===== src/rtl/mcr_pkg.sv =====
// Package for the receive mode command record writer
package mcr_pkg;
  // ----------------------------------------
  // Record layout
  // ----------------------------------------
  localparam int          RAM_AW        = 13;
  localparam logic [1:0]  OFS_INFO      = 2'h0;  // Info word offset
  localparam logic [1:0]  OFS_TTAG      = 2'h1;  // Time tag offset
  localparam logic [1:0]  OFS_DATA      = 2'h2;  // Mode data offset
  localparam logic [4:0]  MC_DATA_FIRST = 5'h10; // First code with data
  localparam logic [4:0]  MC_UNDEF_16   = 5'h10;
  localparam logic [4:0]  MC_UNDEF_18   = 5'h12;
  localparam logic [4:0]  MC_UNDEF_19   = 5'h13;
  // ----------------------------------------
  // Message information word bit positions
  // ----------------------------------------
  localparam int BIT_INVALID_WORD = 14;
  localparam int BIT_GAP_OR_BROADCAST_FLAG    = 13;
  localparam int BIT_WORD_COUNT   = 12;
  localparam int BIT_SYNC_TYPE    = 11;
  localparam int BIT_MSG_ERROR    = 10;
  localparam int BIT_WAS_BUSY     = 9;
  localparam int BIT_ILLEGAL      = 8;
  localparam int BIT_BUS_SEL      = 5;
  localparam logic [15:0] INFO_RESET = 16'h0000;
  // Writer states
  typedef enum logic [1:0] {MCR_IDLE, MCR_INFO, MCR_TTAG, MCR_DATA} mcr_state_e;
endpackage


===== src/rtl/mcr_writer.sv =====
// Receive mode command record writer: forms the info word, writes record
`timescale 1ns/10ps
// Notes on behaviour
// [RULE1] Codes 0-15 store info and time tag
// [RULE2] Codes 16-31 store three-word record
// [RULE3] Info word at data pointer
// [RULE4] Time tag at pointer plus one
// [RULE5] Mode data at pointer plus two
// [RULE6] Pointer marks record start, not data
// [RULE7] Record written only after message completes
// [RULE8] Received mode data also stored
// [RULE9] Codes 16,18,19 answered if legal and permitted
// [RULE10] Codes 0-15 answered only if both bits zero
// [RULE11] Bit 14 flags Manchester or parity error
// [RULE12] Bit 13 gap error or broadcast
// [RULE13] Bit 12 flags missing or extra word
// [RULE14] Bit 11 flags wrong sync type
// [RULE15] Bit 10 summarises bits 11 to 14, bit 13 only when it flags gap
// [RULE16] Bit 9 set when answered busy
// [RULE17] Bit 8 set when command illegalized
// [RULE18] Host loads illegalization only when intended
// [RULE19] Bit 5 zero bus A, one bus B
// [RULE20] Mode code placed in bits 4-0
// [RULE21] Bits 15, 7, 6 written zero
module mcr_writer
  import mcr_pkg::*;
(
  input  wire logic                      clk,            // 20 MHz clock
  input  wire logic                      reset_n,        // Async reset, low
  input  wire logic                      msg_done,       // Message complete
  input  wire logic [4:0]                mode_code_field,// Code from command
  input  wire logic [mcr_pkg::RAM_AW-1:0] data_pointer,  // Descriptor pointer
  input  wire logic [15:0]               mode_data,      // Received data word
  input  wire logic [15:0]               time_tag,       // Time tag value
  input  wire logic                      bus_b,          // Message on bus B
  input  wire logic                      invalid_word_error, // Manch/parity
  input  wire logic                      gap_seen,       // Gap fault seen
  input  wire logic                      broadcast,      // Broadcast message
  input  wire logic                      ext_cfg_bcast,  // Ext cfg bit 3
  input  wire logic                      word_count_error, // Missing/extra
  input  wire logic                      sync_type_error,// Cmd sync on data
  input  wire logic                      global_busy,    // Global busy bit
  input  wire logic                      descriptor_force_busy, // Force busy
  input  wire logic                      illegal_bit,    // Table bit is one
  input  wire logic                      undefined_mode_code_invalid, // Cfg
  output logic                           answer_ok,      // Respond in form
  output logic                           ram_we,         // RAM write strobe
  output logic [mcr_pkg::RAM_AW-1:0]     ram_addr,       // RAM address
  output logic [15:0]                    ram_wdata,      // RAM write data
  output logic                           rec_busy        // Record in flight
);
  import mcr_pkg::*;

  typedef struct packed {
    mcr_state_e          st;
    logic [RAM_AW-1:0]   ptr;
    logic [15:0]         info;
    logic [15:0]         ttag;
    logic [15:0]         mdata;
    logic                has_data;
    logic                ok;
    logic                we;
    logic [RAM_AW-1:0]   addr;
    logic [15:0]         wdata;
    logic                busy;
  } mcr_s;

  mcr_s r;
  mcr_s next_r;
  logic [15:0] info_w;
  logic        with_data;
  logic        undef_data;
  logic        err_any;

  // ----------------------------------------
  // Information word assembly
  // ----------------------------------------
  // Flags are sampled at completion so late errors are not missed
  always_comb begin
    with_data  = mode_code_field >= MC_DATA_FIRST;          // RULE1 RULE2
    undef_data = mode_code_field == MC_UNDEF_16 ||
                 mode_code_field == MC_UNDEF_18 ||
                 mode_code_field == MC_UNDEF_19;
    err_any    = invalid_word_error | word_count_error |
                 sync_type_error |
                 (gap_seen & ~ext_cfg_bcast);                // RULE15
    info_w = INFO_RESET;                                     // RULE21
    info_w[BIT_INVALID_WORD] = invalid_word_error;           // RULE11
    info_w[BIT_GAP_OR_BROADCAST_FLAG]    = ext_cfg_bcast ? broadcast
                                             : gap_seen;     // RULE12
    info_w[BIT_WORD_COUNT]   = word_count_error;             // RULE13
    info_w[BIT_SYNC_TYPE]    = sync_type_error;              // RULE14
    info_w[BIT_MSG_ERROR]    = err_any;                      // RULE15
    info_w[BIT_WAS_BUSY]     = global_busy |
                               descriptor_force_busy;        // RULE16
    info_w[BIT_ILLEGAL]      = illegal_bit;                  // RULE17
    info_w[BIT_BUS_SEL]      = bus_b;                        // RULE19
    info_w[4:0]              = mode_code_field;              // RULE20
  end

  // ----------------------------------------
  // Record write sequencer
  // ----------------------------------------
  // One word per cycle; a new completion during a record is ignored
  always_comb begin
    next_r    = r;
    next_r.we = 1'b0;
    case (r.st)
      MCR_IDLE: begin
        if (msg_done) begin                                  // RULE7
          // Held from completion: later input changes must not disturb it
          if (!with_data)
            next_r.ok = ~illegal_bit & ~undefined_mode_code_invalid; // RULE10
          else if (undef_data)
            next_r.ok = ~illegal_bit & ~undefined_mode_code_invalid; // RULE9
          else
            next_r.ok = ~illegal_bit;
          next_r.ptr      = data_pointer;                    // RULE6
          next_r.info     = info_w;
          next_r.ttag     = time_tag;
          next_r.mdata    = mode_data;                       // RULE8
          next_r.has_data = with_data;
          next_r.st       = MCR_INFO;
        end
      end
      MCR_INFO: begin
        next_r.we    = 1'b1;
        next_r.addr  = r.ptr + RAM_AW'(OFS_INFO);            // RULE3
        next_r.wdata = r.info;
        next_r.st    = MCR_TTAG;
      end
      MCR_TTAG: begin
        next_r.we    = 1'b1;
        next_r.addr  = r.ptr + RAM_AW'(OFS_TTAG);            // RULE4
        next_r.wdata = r.ttag;
        next_r.st    = r.has_data ? MCR_DATA : MCR_IDLE;     // RULE1
      end
      MCR_DATA: begin
        next_r.we    = 1'b1;
        next_r.addr  = r.ptr + RAM_AW'(OFS_DATA);            // RULE5
        next_r.wdata = r.mdata;
        next_r.st    = MCR_IDLE;                             // RULE2
      end
      default: next_r.st = MCR_IDLE;
    endcase
    // Busy is registered so the output comes straight from a flip-flop
    next_r.busy = next_r.st != MCR_IDLE;
  end

  // State register
  always_ff @(posedge clk or negedge reset_n) begin
    if (!reset_n) begin
      r <= '0;
    end else begin
      r <= next_r;
    end
  end

  assign answer_ok = r.ok;
  assign ram_we    = r.we;
  assign ram_addr  = r.addr;
  assign ram_wdata = r.wdata;
  assign rec_busy  = r.busy;

  // ----------------------------------------
  // Checks
  // ----------------------------------------
  a_info_at_ptr: assert property (@(posedge clk) disable iff (!reset_n) // RULE3
    (r.st == MCR_IDLE && msg_done) |-> ##2 (ram_we &&
      ram_addr == $past(data_pointer, 2)))
    else $error("info word not at pointer");
  a_ttag_next: assert property (@(posedge clk) disable iff (!reset_n) // RULE4
    (r.st == MCR_IDLE && msg_done) |-> ##3 (ram_we &&
      ram_addr == $past(data_pointer, 3) + 1'b1))
    else $error("time tag not at pointer plus one");
  a_data_plus2: assert property (@(posedge clk) disable iff (!reset_n) // RULE5
    (r.st == MCR_IDLE && msg_done && mode_code_field[4]) |-> ##4
      (ram_we && ram_addr == $past(data_pointer, 4) + 2'h2))
    else $error("mode data not at pointer plus two");
  a_two_words: assert property (@(posedge clk) disable iff (!reset_n) // RULE1
    (r.st == MCR_IDLE && msg_done && !mode_code_field[4]) |-> ##4 !ram_we)
    else $error("short record wrote a third word");
  a_idle_no_write: assert property (@(posedge clk) disable iff (!reset_n) // RULE7
    (r.st == MCR_IDLE && !$past(rec_busy)) |-> !ram_we)
    else $error("write outside record");
  a_message_error_summary_sum: assert property (@(posedge clk) disable iff (!reset_n) // RULE15
    ram_we && r.st == MCR_TTAG |->
      ram_wdata[BIT_MSG_ERROR] == (|ram_wdata[14:11] &&
      !(ram_wdata[13] && !ram_wdata[12] && !ram_wdata[11] &&
        !ram_wdata[14] && $past(ext_cfg_bcast, 2))))
    else $error("summary error mismatch");
  a_zero_bits: assert property (@(posedge clk) disable iff (!reset_n) // RULE21
    ram_we && r.st == MCR_TTAG |-> ram_wdata[15] == 1'b0 &&
      ram_wdata[7:6] == 2'h0)
    else $error("unused bits not zero");
  a_code_field: assert property (@(posedge clk) disable iff (!reset_n) // RULE20
    (r.st == MCR_IDLE && msg_done) |-> ##2
      ram_wdata[4:0] == $past(mode_code_field, 2))
    else $error("mode code field wrong");
  a_busy_flag: assert property (@(posedge clk) disable iff (!reset_n) // RULE16
    (r.st == MCR_IDLE && msg_done && global_busy) |-> ##2
      ram_wdata[BIT_WAS_BUSY])
    else $error("busy flag missing");

  // ----------------------------------------
  // Flag and record content checks
  // ----------------------------------------
  // Bit 14 copies the word error seen at completion
  a_invalid_bit: assert property (@(posedge clk) // RULE11
    disable iff (!reset_n)
    (r.st == MCR_IDLE && msg_done) |-> ##2
      ram_wdata[BIT_INVALID_WORD] == $past(invalid_word_error, 2))
    else $error("word error flag wrong");

  // Bit 13 follows the configured meaning
  a_gap_or_broadcast_flag: assert property (@(posedge clk) // RULE12
    disable iff (!reset_n)
    (r.st == MCR_IDLE && msg_done) |-> ##2
      ram_wdata[BIT_GAP_OR_BROADCAST_FLAG] == ($past(ext_cfg_bcast, 2) ?
        $past(broadcast, 2) : $past(gap_seen, 2)))
    else $error("gap or broadcast flag wrong");

  // Bit 12 copies the word count error
  a_wct_bit: assert property (@(posedge clk) // RULE13
    disable iff (!reset_n)
    (r.st == MCR_IDLE && msg_done) |-> ##2
      ram_wdata[BIT_WORD_COUNT] == $past(word_count_error, 2))
    else $error("word count flag wrong");

  // Bit 11 copies the sync type error
  a_sync_bit: assert property (@(posedge clk) // RULE14
    disable iff (!reset_n)
    (r.st == MCR_IDLE && msg_done) |-> ##2
      ram_wdata[BIT_SYNC_TYPE] == $past(sync_type_error, 2))
    else $error("sync type flag wrong");

  // The descriptor busy request alone must also mark busy
  a_force_busy: assert property (@(posedge clk) // RULE16
    disable iff (!reset_n)
    (r.st == MCR_IDLE && msg_done && descriptor_force_busy) |-> ##2
      ram_wdata[BIT_WAS_BUSY])
    else $error("forced busy flag missing");

  // Bit 8 copies the table bit
  a_illegal_bit: assert property (@(posedge clk) // RULE17
    disable iff (!reset_n)
    (r.st == MCR_IDLE && msg_done) |-> ##2
      ram_wdata[BIT_ILLEGAL] == $past(illegal_bit, 2))
    else $error("illegal flag wrong");

  // Bit 5 names the bus the message came on
  a_bus_sel: assert property (@(posedge clk) // RULE19
    disable iff (!reset_n)
    (r.st == MCR_IDLE && msg_done) |-> ##2
      ram_wdata[BIT_BUS_SEL] == $past(bus_b, 2))
    else $error("bus select bit wrong");

  // Second word carries the time tag captured at completion
  a_ttag_word: assert property (@(posedge clk) // RULE4
    disable iff (!reset_n)
    (r.st == MCR_IDLE && msg_done) |-> ##3
      ram_wdata == $past(time_tag, 3))
    else $error("time tag word wrong");

  // Third word carries the received mode data
  a_data_word: assert property (@(posedge clk) // RULE8
    disable iff (!reset_n)
    (r.st == MCR_IDLE && msg_done && mode_code_field[4]) |-> ##4
      ram_wdata == $past(mode_data, 4))
    else $error("mode data word wrong");

  // ----------------------------------------
  // Answer and busy checks
  // ----------------------------------------
  // Codes without data answer only when legal and not declared invalid
  a_answer_short: assert property (@(posedge clk) // RULE10
    disable iff (!reset_n)
    (r.st == MCR_IDLE && msg_done && !mode_code_field[4]) |=>
      answer_ok == (!$past(illegal_bit) &&
                    !$past(undefined_mode_code_invalid)))
    else $error("answer for short code wrong");

  // Undefined codes with data need the same two conditions
  a_answer_undef: assert property (@(posedge clk) // RULE9
    disable iff (!reset_n)
    (r.st == MCR_IDLE && msg_done && (mode_code_field == MC_UNDEF_16 ||
      mode_code_field == MC_UNDEF_18 || mode_code_field == MC_UNDEF_19))
      |=> answer_ok == (!$past(illegal_bit) &&
                        !$past(undefined_mode_code_invalid)))
    else $error("answer for undefined code wrong");

  // Defined codes with data depend on the table bit only
  a_answer_defined: assert property (@(posedge clk) // RULE9
    disable iff (!reset_n)
    (r.st == MCR_IDLE && msg_done && mode_code_field[4] &&
      mode_code_field != MC_UNDEF_16 && mode_code_field != MC_UNDEF_18 &&
      mode_code_field != MC_UNDEF_19) |=> answer_ok == !$past(illegal_bit))
    else $error("answer for defined code wrong");

  // Busy rises on the edge after a taken completion
  a_busy_rise: assert property (@(posedge clk) // RULE7
    disable iff (!reset_n)
    (r.st == MCR_IDLE && msg_done) |=> rec_busy)
    else $error("busy not raised");

  // A short record frees the writer after its second word
  a_short_done: assert property (@(posedge clk) // RULE1
    disable iff (!reset_n)
    (r.st == MCR_IDLE && msg_done && !mode_code_field[4]) |-> ##3
      !rec_busy)
    else $error("short record still busy");

  // A long record frees the writer after its third word
  a_long_done: assert property (@(posedge clk) // RULE2
    disable iff (!reset_n)
    (r.st == MCR_IDLE && msg_done && mode_code_field[4]) |-> ##4
      !rec_busy)
    else $error("long record still busy");
endmodule


===== config.mk =====
export PLATFORM = sky130hd
export DESIGN_NAME = mcr_writer
export DESIGN_NICKNAME = d
export VERILOG_FILES = /design/src/rtl/mcr_pkg.sv /design/src/rtl/mcr_writer.sv
export SDC_FILE = /design/constraint.sdc
export NUM_CORES = 1
export LEC_CHECK = 0
export BUFFER_PORTS_ARGS = -buffer_cell sky130_fd_sc_hd__buf_2
export CORE_MARGIN = 1.5
export CORE_UTILIZATION = 58
export CTS_CLUSTER_DIAMETER = 60
export DETAILED_ROUTE_END_ITERATION = 12
export HOLD_SLACK_MARGIN = 0.08
export PLACE_DENSITY_LB_ADDON = 0.2
export SYNTH_ARGS = -nofsm -noshare
export SYNTH_HDL_FRONTEND = slang
export SYNTH_SLANG_ARGS = --single-unit

===== constraint.sdc =====
create_clock -name clk -period 3 [get_ports clk]
set_clock_uncertainty 0.2 [all_clocks]
set_input_delay 0.6 -clock clk [delete_from_list [all_inputs] [get_ports clk]]
set_output_delay 0.6 -clock clk [all_outputs]
set_load 0.1 [all_outputs]

* After elaboration in Yosys (flattened, before gate mapping)
Cells that the tools add are included.
Storage, ports and cells: logic and storage cells 42, output and inout bits 32, bits of input ports 64, register bits after elaboration 93
Operators by class: $add $sub $neg 2, order comparisons 1, mux-type cells 7, equal/unequal tests 6, reductions and logical operators 6, bitwise operators 9
Operators with widths (number):
- one-hot mux 30 bit (3 select lines) | 1
- two-way mux 65 bit | 1
- equality test 5 bit, second input constant | 3
- adder 13 x 1 -> 13 bit, second input constant | 1
- adder 13 x 2 -> 13 bit, second input constant | 1
- one-hot mux 2 bit (4 select lines) | 1
- greater-or-equal comparator 5 bit, second input constant | 1
- equality test 2 bit, second input constant | 2
- bitwise OR 1 bit | 4
- two-way mux 1 bit | 3
- inverter 1 bit | 3
- nonzero test 3 bit | 1
- AND 1 bit | 2
- equality test 2 x 1 -> 1 bit, second input constant | 1
- logical NOT 2 bit | 1
- logical OR 1 bit | 2
- two-way mux 2 bit | 1
- AND reduction 2 bit | 1
- nonzero test 2 bit | 1

* Depth between registers and ports, before layout
Gate-level depths: netlist of the first run.
depth in word-level cells 8, gate-level depth with buffers 7, depth with buffers taken out 5

* Least setup slack after synthesis of the first run
Ideal clock, no wire load.
kind reg-to-reg, start reg r[82] (netlist bit), end reg r (netlist bit ram_addr[10]), arrival time 1.510 ns, path slack 1.225 ns, data required time 2.736 ns, buffers on the path 0, setup time 0.064 ns, cell stages (with the launch flop) 6, period minus slack after synthesis 1.775 ns, cells stage by stage dfrtp_1 ha_1 nand3_1 or4_1 a311oi_1 a21o_1
On the way: word-level cells in the longest chain between the ends 2, elaborated cells on any way between the ends 3, those cells by class add/sub: 2; mux: 1
Ends and longest elaborated chain:
- from (decl) | line mcr_writer.sv:68 | mcr_s r;
- from (signal assigned) | line mcr_writer.sv:155 | r <= next_r;
- adder 13 x 2 -> 13 bit or adder 13 x 1 -> 13 bit (tied branches) | line mcr_writer.sv:140, mcr_writer.sv:134
- one-hot mux 30 bit (3 select lines) * | line mcr_writer.sv:108 | case (r.st)
Every way passes the cells marked *; elsewhere a longest branch is shown, timed or not. A chain may end at the register's enable or synchronous reset.

* Worst setup path in the final report of the first run
start reg r[94] (netlist bit), end reg r[33] (netlist bit)
On the way: word-level cells in the longest chain between the ends 2
Ends and longest elaborated chain (line):
- logical NOT 2 bit | mcr_writer.sv:108
- AND reduction 2 bit (no line)
Every way passes these cells.

==> results of run 1 <==
## worst register-to-register path: cells and delay by family, from the launching register on
family,cells,cell delay (ns)
buffers and inverters,2,0.55
AND/OR/NAND/NOR,4,0.93
flip-flops,1,0.59
## cell type report
cell class | count | share of cell area [%]
sequential | 93 | 47.7
multi-input combinational | 285 | 34.1
timing repair buffer | 105 | 11.4
clock buffer | 14 | 3.33
tap | 99 | 2.54
clock inverter | 1 | 0.615
inverter | 5 | 0.384
## routing by layer
metal  part of all wire [%]  routed length (um)
met1                     45                3930
met2                     49                4210
met3                    4.0                 348
met4                    2.0                 171
met5                      0                   0
## registers in the layout, summed over array words and instances, names as in the netlist
name	count
ram_wdata	16
answer_ok	1
ram_addr	13
rec_busy	1
ram_we	1
r	61
## kinds of logic (layout without fill, tap and decap cells)
| family | Yosys count | in the layout | share of synthesized area (%) |
|---|---|---|---|
| AO/OA/AOI/OAI | 47 | 47 | 7.13 |
| AND/OR/NAND/NOR | 207 | 207 | 20.0 |
| adder cells (fa/ha/maj) | 2 | 2 | 0.577 |
| flip-flops | 93 | 93 | 53.7 |
| multiplexers | 21 | 21 | 8.98 |
| XOR/XNOR | 8 | 8 | 1.62 |
| buffers and inverters | 60 | 125 | 8.00 |
## worst max path at each step
| stage | to | cells after the start |
|---|---|---|
| 2_1_floorplan | ram_addr[10] | 5 |
| 3_3_place_gp | r[44] | 6 |
| 3_5_place_dp | r[33] | 6 |
| 4_1_cts | r[33] | 6 |
| 5_1_grt | r[70] | 6 |
| 6_report | r[33] | 6 |
## per-stage QoR
step           worst slack (ns)  hold slack, ns  std cells
5_1_grt                   0.497           0.231        602
3_3_place_gp              0.726           0.254        586
3_5_place_dp              0.649           0.257        586
6_report                  0.660           0.234        602
4_1_cts                   0.639           0.226        602
2_1_floorplan              1.23           0.104        438
## layout by cell type, fill, tap and decap left out, drive strengths merged, types with 2 or more instances in the layout
cell / n
inv: 4
xnor2: 6
a32oi: 2
ha: 2
xor2: 2
nor4: 2
mux2: 3
dfrtp: 93
a22o: 3
or4: 2
clkbuf: 14
nor2: 6
a21o: 4
buf: 104
and3: 2
a211oi: 8
mux2i: 4
nand3: 5
a21oi: 6
nor2b: 9
o21ai: 14
nand2: 173
o31ai: 2
a31oi: 3
mux4: 14
a22oi: 2
## timing repair
action | in CTS | in global routing
setup buffers | 0 | 0
resized for setup | 0 | 0
hold buffers | 1 | 0
endpoints found under the hold margin | 44 | 0
==> results.ini, run 1 <==
[cells_and_area]
drive_gt1_share_pct=27.8
final_nets=565
final_util_pct=67.3
seqCellArea_um2=2330
stdcell_area_um2=4880
areaGrowthSynthToFinish_pct=12.7
multi_input_area_um2=1660
insertedDiodeCount=0
fillers=602

[yosys]
ys_async_sr_fraction_pct=100
synth_area_um2=4330
syn_nets=504
syn_avg_cell_area_um2=9.89
synth.most_common_cell=nand2_1
ys_seq_elements=93
synth_top_area_share_pct=53.7
yosysTopAreaCell=dfrtp_1
synth_commonest_cells=nand2_1, dfrtp_1, buf_4
dominantRegCellSynth=dfrtp_1
synth_cell_types=44
ys_seq_area_share_pct=53.7
synth_cells=438
ys.warnings.count=0
synth_edf_count=0
synth_area_leaders=dfrtp_1, nand2_1, mux4_2

[grt]
grt_pass1_vias=3028
grt_util_met1_pct=31.9
antenna_found_initial=0
use_met2_pct=39.1
grt_max_degree=48
grt-busiest-layer=met2
grt_pass1_wl_um=14200
grt-ovfl-total=0
grtUsageTotal_pct=23.6
met3_usage_pct=3.42

[setup_path]
cp-startpoint=r[94]
r2r_end=r[33]
endpoint_kind=register
cpPeakStageDelay_ns=0.61
arrival_ns=2.42
worst_setup_path_start_kind=register
r2r.worst_path.cells=6
r2r_start=r[94]
critical_path_required_ns=3.08
rrSetupSlack_ns=0.66
cp_max_fo=38
worstSetupPathType=register to register
path_buf_inv=2
cp_top_family=simple AND/OR/NAND/NOR gates
crit_chain=nor2_2 > buf_4 > and2_2 > buf_4 > nand2_1 > nand2_1
cpMaxStageDelayCell=and2_2

[floorplan]
initial_core_util_pct=59.7
die_y_um=89.4
core-area_um2=7250
rows=31
die_w_um=89.4
pin_count=96
dieArea_um2=8000

[cts]
cts_tree=yes
cts_made_buffers=9
cts_sinks=93
clockBufferDepth=2
htreeDepth=3
clk_latency_ns=0.35
root_buffer=clkbuf_8
path_clk_slew_ns=0.09

[timing]
setup_tns_ns=0
finalMaxSlewViolations=0
setup_violations=0
relSlewSlack_pct=54.1
worst_pin_slew_ns=0.688
fin_crit_ns=2.34
fin_crit_sh_pct=78.0
rsz0062_at_grt=false
fmax_mhz=427
finalHoldViolCount=0

[hold_path]
whs_endpoint=r[89]
hold-path-cell-count=3
hold_class=primary input to register
min_from=data_pointer[8]

[drt]
routed_wl_um=8670
drc=0
num_vias=3147
drt-initial-drc-count=147
drt.antenna.violating_nets=0
wire_per_inst_um=14.4
first_pass_iters=4
routed_via_density=5.23

[placed_design]
place_area_um2=4680
port_buffers=95
gp_congestion=0.836
hpwl_um=6040

[status]
status=completed

[job]
cap_viol_max_count=0

Power of run 1 is not shown: default switching activity piles up to over one toggle a cycle in this logic, so the estimate is an artifact.
==> inputs of run 2 (changes only) <==
--- a/config.mk
+++ b/config.mk
@@ -7,7 +7,7 @@
 export LEC_CHECK = 0
 export BUFFER_PORTS_ARGS = -buffer_cell sky130_fd_sc_hd__buf_2
 export CORE_MARGIN = 1.5
-export CORE_UTILIZATION = 58
+export CORE_UTILIZATION = 54
 export CTS_CLUSTER_DIAMETER = 60
 export DETAILED_ROUTE_END_ITERATION = 12
 export HOLD_SLACK_MARGIN = 0.08
==> constraint.sdc (replaced) <==
create_clock -name clk -period 2.4 [get_ports clk]
set_clock_uncertainty 0.2 [all_clocks]
set_input_delay 0.48 -clock clk [delete_from_list [all_inputs] [get_ports clk]]
set_output_delay 0.48 -clock clk [all_outputs]
set_load 0.1 [all_outputs]
==> results.ini, run 2 (synthesis results as in run 1) <==
[cells_and_area]
fillers=635  ; +5.5%
regMostFlops=r
layout_common_cells=nand2_1, buf_2, dfrtp_1, o21ai_0, mux4_2
drive_gt1_share_pct=29.3  ; +1.4 points
final_common_cell=nand2_1
largest_reg_flops=61  ; unchanged
final_util_pct=63.9  ; -3.4 points
final-instance-count-excl-fill=611  ; +1.5%
final_nets=570  ; +0.88%
insertedDiodeCount=0  ; unchanged
areaGrowthSynthToFinish_pct=14.0

[timing]
fin_crit_ns=1.96  ; -0.384 ns
worst_pin_slew_ns=0.504  ; -0.184 ns
setup_violations=0  ; unchanged
rsz0062_at_grt=false
finalMaxSlewViolations=0  ; unchanged
fin_crit_sh_pct=81.5  ; +3.5 points
setup_tns_ns=0  ; unchanged
relSlewSlack_pct=66.7  ; +13 points
finalHoldViolCount=0  ; unchanged
fmax_mhz=511  ; +20%

[setup_path]
critical_path_required_ns=2.48  ; -0.60 ns
rrSetupSlack_ns=0.44  ; -0.22 ns
worstSetupPathType=register to register
endpoint_kind=register
arrival_ns=2.03  ; -0.39 ns
worst_setup_path_start_kind=register
r2r_start=r[82]
r2r_end=ram_addr[12]
crit_end=ram_addr[12]
r2r.worst_path.cells=5  ; -1
cp-startpoint=r[82]
cp_max_fo=8  ; -79%

[grt]
grt_pass1_vias=3044  ; +0.53%
grt-ovfl-total=0  ; unchanged
antenna_found_initial=0  ; unchanged
grt_pass1_wl_um=14200  ; -0.29%
grtUsageTotal_pct=21.4  ; -2.2 points
grt_max_degree=42  ; -13%

[placed_design]
gp_congestion=0.874  ; +4.5%
port_buffers=95  ; unchanged
dp.cells=594  ; +1.4%
hpwl_um=6140  ; +1.6%

[floorplan]
die_w_um=92.6  ; +3.5%
pin_count=96  ; unchanged
initial_core_util_pct=56.1  ; -3.7 points
core-area_um2=7730  ; +6.5%
rows=32  ; +3.2%
die_y_um=92.6  ; +3.5%
dieArea_um2=8570  ; +7.2%

[cts]
clk_latency_ns=0.35  ; about the same
cts_resized=0  ; unchanged
cts_sinks=93  ; unchanged
root_buffer=clkbuf_8
htreeDepth=3  ; unchanged
postCtsSetupRepairBufs=0  ; unchanged
clockBufferDepth=2  ; unchanged
cts_tree=yes
cts_made_buffers=9  ; unchanged
path_clk_slew_ns=0.09  ; about the same
cts_hold_buf=1  ; unchanged

[drt]
wl_met2_um=4270  ; +1.3%
num_vias=3159  ; +0.38%
wl_met1_um=3850  ; -2.2%
wl_met3_um=378  ; +8.6%
highest_layer=met4
drt.antenna.violating_nets=0  ; unchanged
drc=0  ; unchanged
first_pass_iters=4  ; unchanged
drt-initial-drc-count=138  ; -6.1%
routed_wl_um=8600  ; -0.77%
wire_per_inst_um=14.1  ; -2.2%
routed_via_density=5.17  ; -1.1%

[status]
status=completed

[hold_path]
hold-path-cell-count=3  ; unchanged
hold_class=primary input to register

[job]
cap_viol_max_count=0  ; unchanged

run 2: changes by cell type in the layout (fill, tap and decap cells not counted):
cell | before | now
clkinv_4 | 0 | 2
inv_6 | 0 | 1
bufinv_16 | 1 | 0
clkbuf_1 | 3 | 0
clkinvlp_4 | 0 | 2
clkinv_2 | 0 | 1
buf_12 | 0 | 2
clkbuf_8 | 11 | 10
buf_4 | 10 | 13
run 2: worst max-delay path, cell delays in order, from the launching register on:
cell	delay, ns
dfrtp_1	0.48
ha_1	0.27
and3_1	0.27
mux2i_1	0.14
or3_1	0.35
a31oi_1	0.17
run 2: how the worst min path moves through the flow:
stage                     slack, ns           from          end
after floorplan               -0.02        reset_n    answer_ok
after global placement         0.24        reset_n  ram_addr[2]
final                          0.10   mode_data[5]        r[38]
after CTS                      0.09   mode_data[5]        r[38]
after detailed placement       0.24        reset_n  ram_addr[2]
after global routing           0.11  mode_data[12]        r[45]
run 2: metrics by stage:
step	setup WS, ns	area (um2)	hold WS (ns)
4_1_cts	0.473	4940	0.0925
2_1_floorplan	0.625	4330	-0.0156
6_report	0.444	4940	0.104
3_5_place_dp	0.481	4750	0.243
3_3_place_gp	0.503	4750	0.240
5_1_grt	0.335	4940	0.111
run 2: cell type report:
class	instances	area [um2]	share of cell area (%)
Clock inverter	6	46.3	0.937
Timing Repair Buffer	110	618	12.5
Sequential cell	93	2330	47.1
Clock buffer	10	138	2.79
Multi-Input combinational cell	285	1660	33.7
Tap cell	102	128	2.58
Inverter	5	18.8	0.380
run 2: per-layer routing:
metal	up-vias	track usage, %
met2	79	35.0
met4	0	8.08
met5	-	0
li1	1555	-
met1	1517	29.1
met3	8	3.20
Power of run 2 is left out for the same reason.
==> inputs of run 3 (changes only) <==
==> constraint.sdc (replaced) <==
create_clock -name clk -period 1.8 [get_ports clk]
set_clock_uncertainty 0.2 [all_clocks]
set_input_delay 0.36 -clock clk [delete_from_list [all_inputs] [get_ports clk]]
set_output_delay 0.36 -clock clk [all_outputs]
set_load 0.1 [all_outputs]
==> results.ini, run 3 (synthesis results as in run 1) <==
[drt]
wl_met1_um=4480  ; +16%
drt.antenna.violating_nets=0  ; unchanged
routed_via_density=5.13  ; -0.78%
wl_met3_um=451  ; +19%
wire_per_inst_um=15.2  ; +8.1%
drt-initial-drc-count=174  ; +26%
wl_met2_um=5390  ; +26%
num_vias=3514  ; +11%
drc=0  ; unchanged
routed_wl_um=10400  ; +21%
highest_layer=met4
first_pass_iters=5  ; +1

[hold_path]
hold_class=primary input to register
whs_endpoint=r[74]
hold-path-cell-count=3  ; unchanged
min_from=descriptor_force_busy

[timing]
postLayoutSetupSlackWorst_ns=0.0523  ; -0.391 ns
fin_crit_ns=1.75  ; -0.209 ns
finalMaxSlewViolations=0  ; unchanged
worst_pin_slew_ns=0.511  ; +0.00745 ns
fmax_mhz=572  ; +12%
fin_crit_sh_pct=97.1  ; +16 points
setup_violations=0  ; unchanged
relSlewSlack_pct=66.2  ; -0.49 points
finalHoldViolCount=0  ; unchanged
rsz0062_at_grt=true

[setup_path]
r2r_start=r[84]
r2r.worst_path.cells=4  ; -1
crit_chain=and4_2 > mux2i_1 > or3_1 > a31oi_1
arrival_ns=1.83  ; -0.20 ns
cpMaxStageDelayCell=dfrtp_1
endpoint_kind=register
worst_setup_path_start_kind=register
cp_max_fo=8  ; unchanged
cpPeakStageDelay_ns=0.52  ; +0.04 ns
path_buf_inv=0  ; unchanged
r2r_end=ram_addr[12]
rrSetupSlack_ns=0.05  ; -0.39 ns
cp_top_family=simple AND/OR/NAND/NOR gates
critical_path_required_ns=1.88  ; -0.60 ns
worstSetupPathType=register to register

[power_and_ir_drop]
power.share.switching_pct=49.1
power_frac_comb_pct=54.5
pwr-share-clk_pct=13.4
peakVddDrop_mv=1.08
intPower_uw=5900
p_per_area_nw_per_um2=2020
p_leak_uw=0.00287
power_frac_seq_pct=32.1
p_total_uw=11600
p_sw_uw=5690

[job]
cap_viol_max_count=0  ; unchanged

[cts]
clk_latency_ns=0.35  ; about the same
cts_tree=yes
htreeDepth=3  ; unchanged
clockBufferDepth=2  ; unchanged
path_clk_slew_ns=0.09  ; about the same
root_buffer=clkbuf_8
cts_made_buffers=9  ; unchanged
cts_sinks=93  ; unchanged

[cells_and_area]
areaGrowthSynthToFinish_pct=32.5
regMostFlops=r
drive_gt1_share_pct=30.0  ; +0.74 points
insertedDiodeCount=0  ; unchanged
largest_reg_flops=61  ; unchanged
final_common_cell=nand2_1
final_nets=644  ; +13%
layout_common_cells=nand2_1, buf_2, dfrtp_1, dlygate4sd3_1, buf_4

[floorplan]
dieArea_um2=8570  ; unchanged
die_y_um=92.6  ; unchanged
pin_count=96  ; unchanged
core-area_um2=7730  ; unchanged
rows=32  ; unchanged
initial_core_util_pct=56.1  ; unchanged
die_w_um=92.6  ; unchanged

[placed_design]
port_buffers=95  ; unchanged
hpwl_um=6470  ; +5.4%
gp_congestion=0.851  ; -2.6%
pre_cts_slack_ns=0.0334  ; -0.447 ns

[grt]
grt-ovfl-total=0  ; unchanged
grt_pass1_wl_um=16800  ; +18%
grtUsageTotal_pct=25.5  ; +4.0 points
antenna_found_initial=0  ; unchanged
grt_pass1_vias=3573  ; +17%
grt_max_degree=45  ; +7.1%

[status]
status=completed

run 3: changes by cell type in the layout (fill, tap and decap cells not counted), sizes merged, moves of 2 or more:
cell	before	now
bufinv	0	2
clkinv	4	1
buf	109	127
dlygate4sd3	1	57
clkbuf	10	13
run 3: metal layers:
| layer | GRT usage (%) | vias to the layer above |
|---|---|---|
| li1 | - | 1701 |
| met1 | 33.6 | 1711 |
| met2 | 43.4 | 94 |
| met3 | 3.69 | 8 |
| met4 | 8.46 | 0 |
| met5 | 0 | - |
run 3: area by class of cell:
cell class,instances,area [um2]
multi-input combinational,285,1700
tap,102,128
sequential,93,2330
inverter,5,18.8
clock inverter,3,67.6
timing repair buffer,184,1340
clock buffer,13,159
fill,510,1980
run 3: worst max-delay path by stage:
| stage | from | to | slack, ns | depth (start not counted) |
|---|---|---|---|---|
| global route | r[90] | ram_addr[12] | -0.02 | 4 |
| CTS | r[90] | ram_addr[12] | 0.008 | 4 |
| finish | r[84] | ram_addr[12] | 0.05 | 4 |
| detailed placement | r[82] | ram_addr[10] | 0.03 | 5 |
| global placement | r[82] | ram_addr[10] | 0.08 | 5 |
| floorplan | r[82] | ram_addr[10] | 0.03 | 5 |
run 3: timing repair:
item,in CTS,in global routing
buffers inserted,0,4
hold buffers,57,0
endpoints found under the setup margin,0,3
endpoints found under the hold margin,150,0
resized for setup,0,10
run 3: power by group through the flow:
stage                     logic [uW]  clock network [uW]  registers, uW
after floorplan                 5050                   0           3790
after global placement          5990                   0           3670
after detailed placement        6100                   0           3730
after CTS                       6220                1580           3690
after global routing            6780                1660           3830
final                           6320                1560           3720
run 3: worst register-to-register path, cell delays in order (launching register included):
cell and delay, ns:
dfrtp_1 0.52, and4_2 0.34, mux2i_1 0.11, or3_1 0.36, a31oi_1 0.16
run 3: stage by stage:
| stage | cells | cell area [um2] | utilization (%) | hold slack (ns) | TNS, ns |
|---|---|---|---|---|---|
| 4_1_cts | 681 | 5670 | 73.4 | 0.0885 | 0 |
| 2_1_floorplan | 438 | 4330 | - | -0.136 | 0 |
| 5_1_grt | 685 | 5740 | 74.3 | 0.104 | -0.0375 |
| 3_3_place_gp | 608 | 4880 | 63.1 | 0.0688 | 0 |
| 3_5_place_dp | 608 | 4880 | 63.1 | 0.0698 | 0 |
| 6_report | 685 | 5740 | 74.3 | 0.107 | 0 |
(Power assumes the default switching activity.)
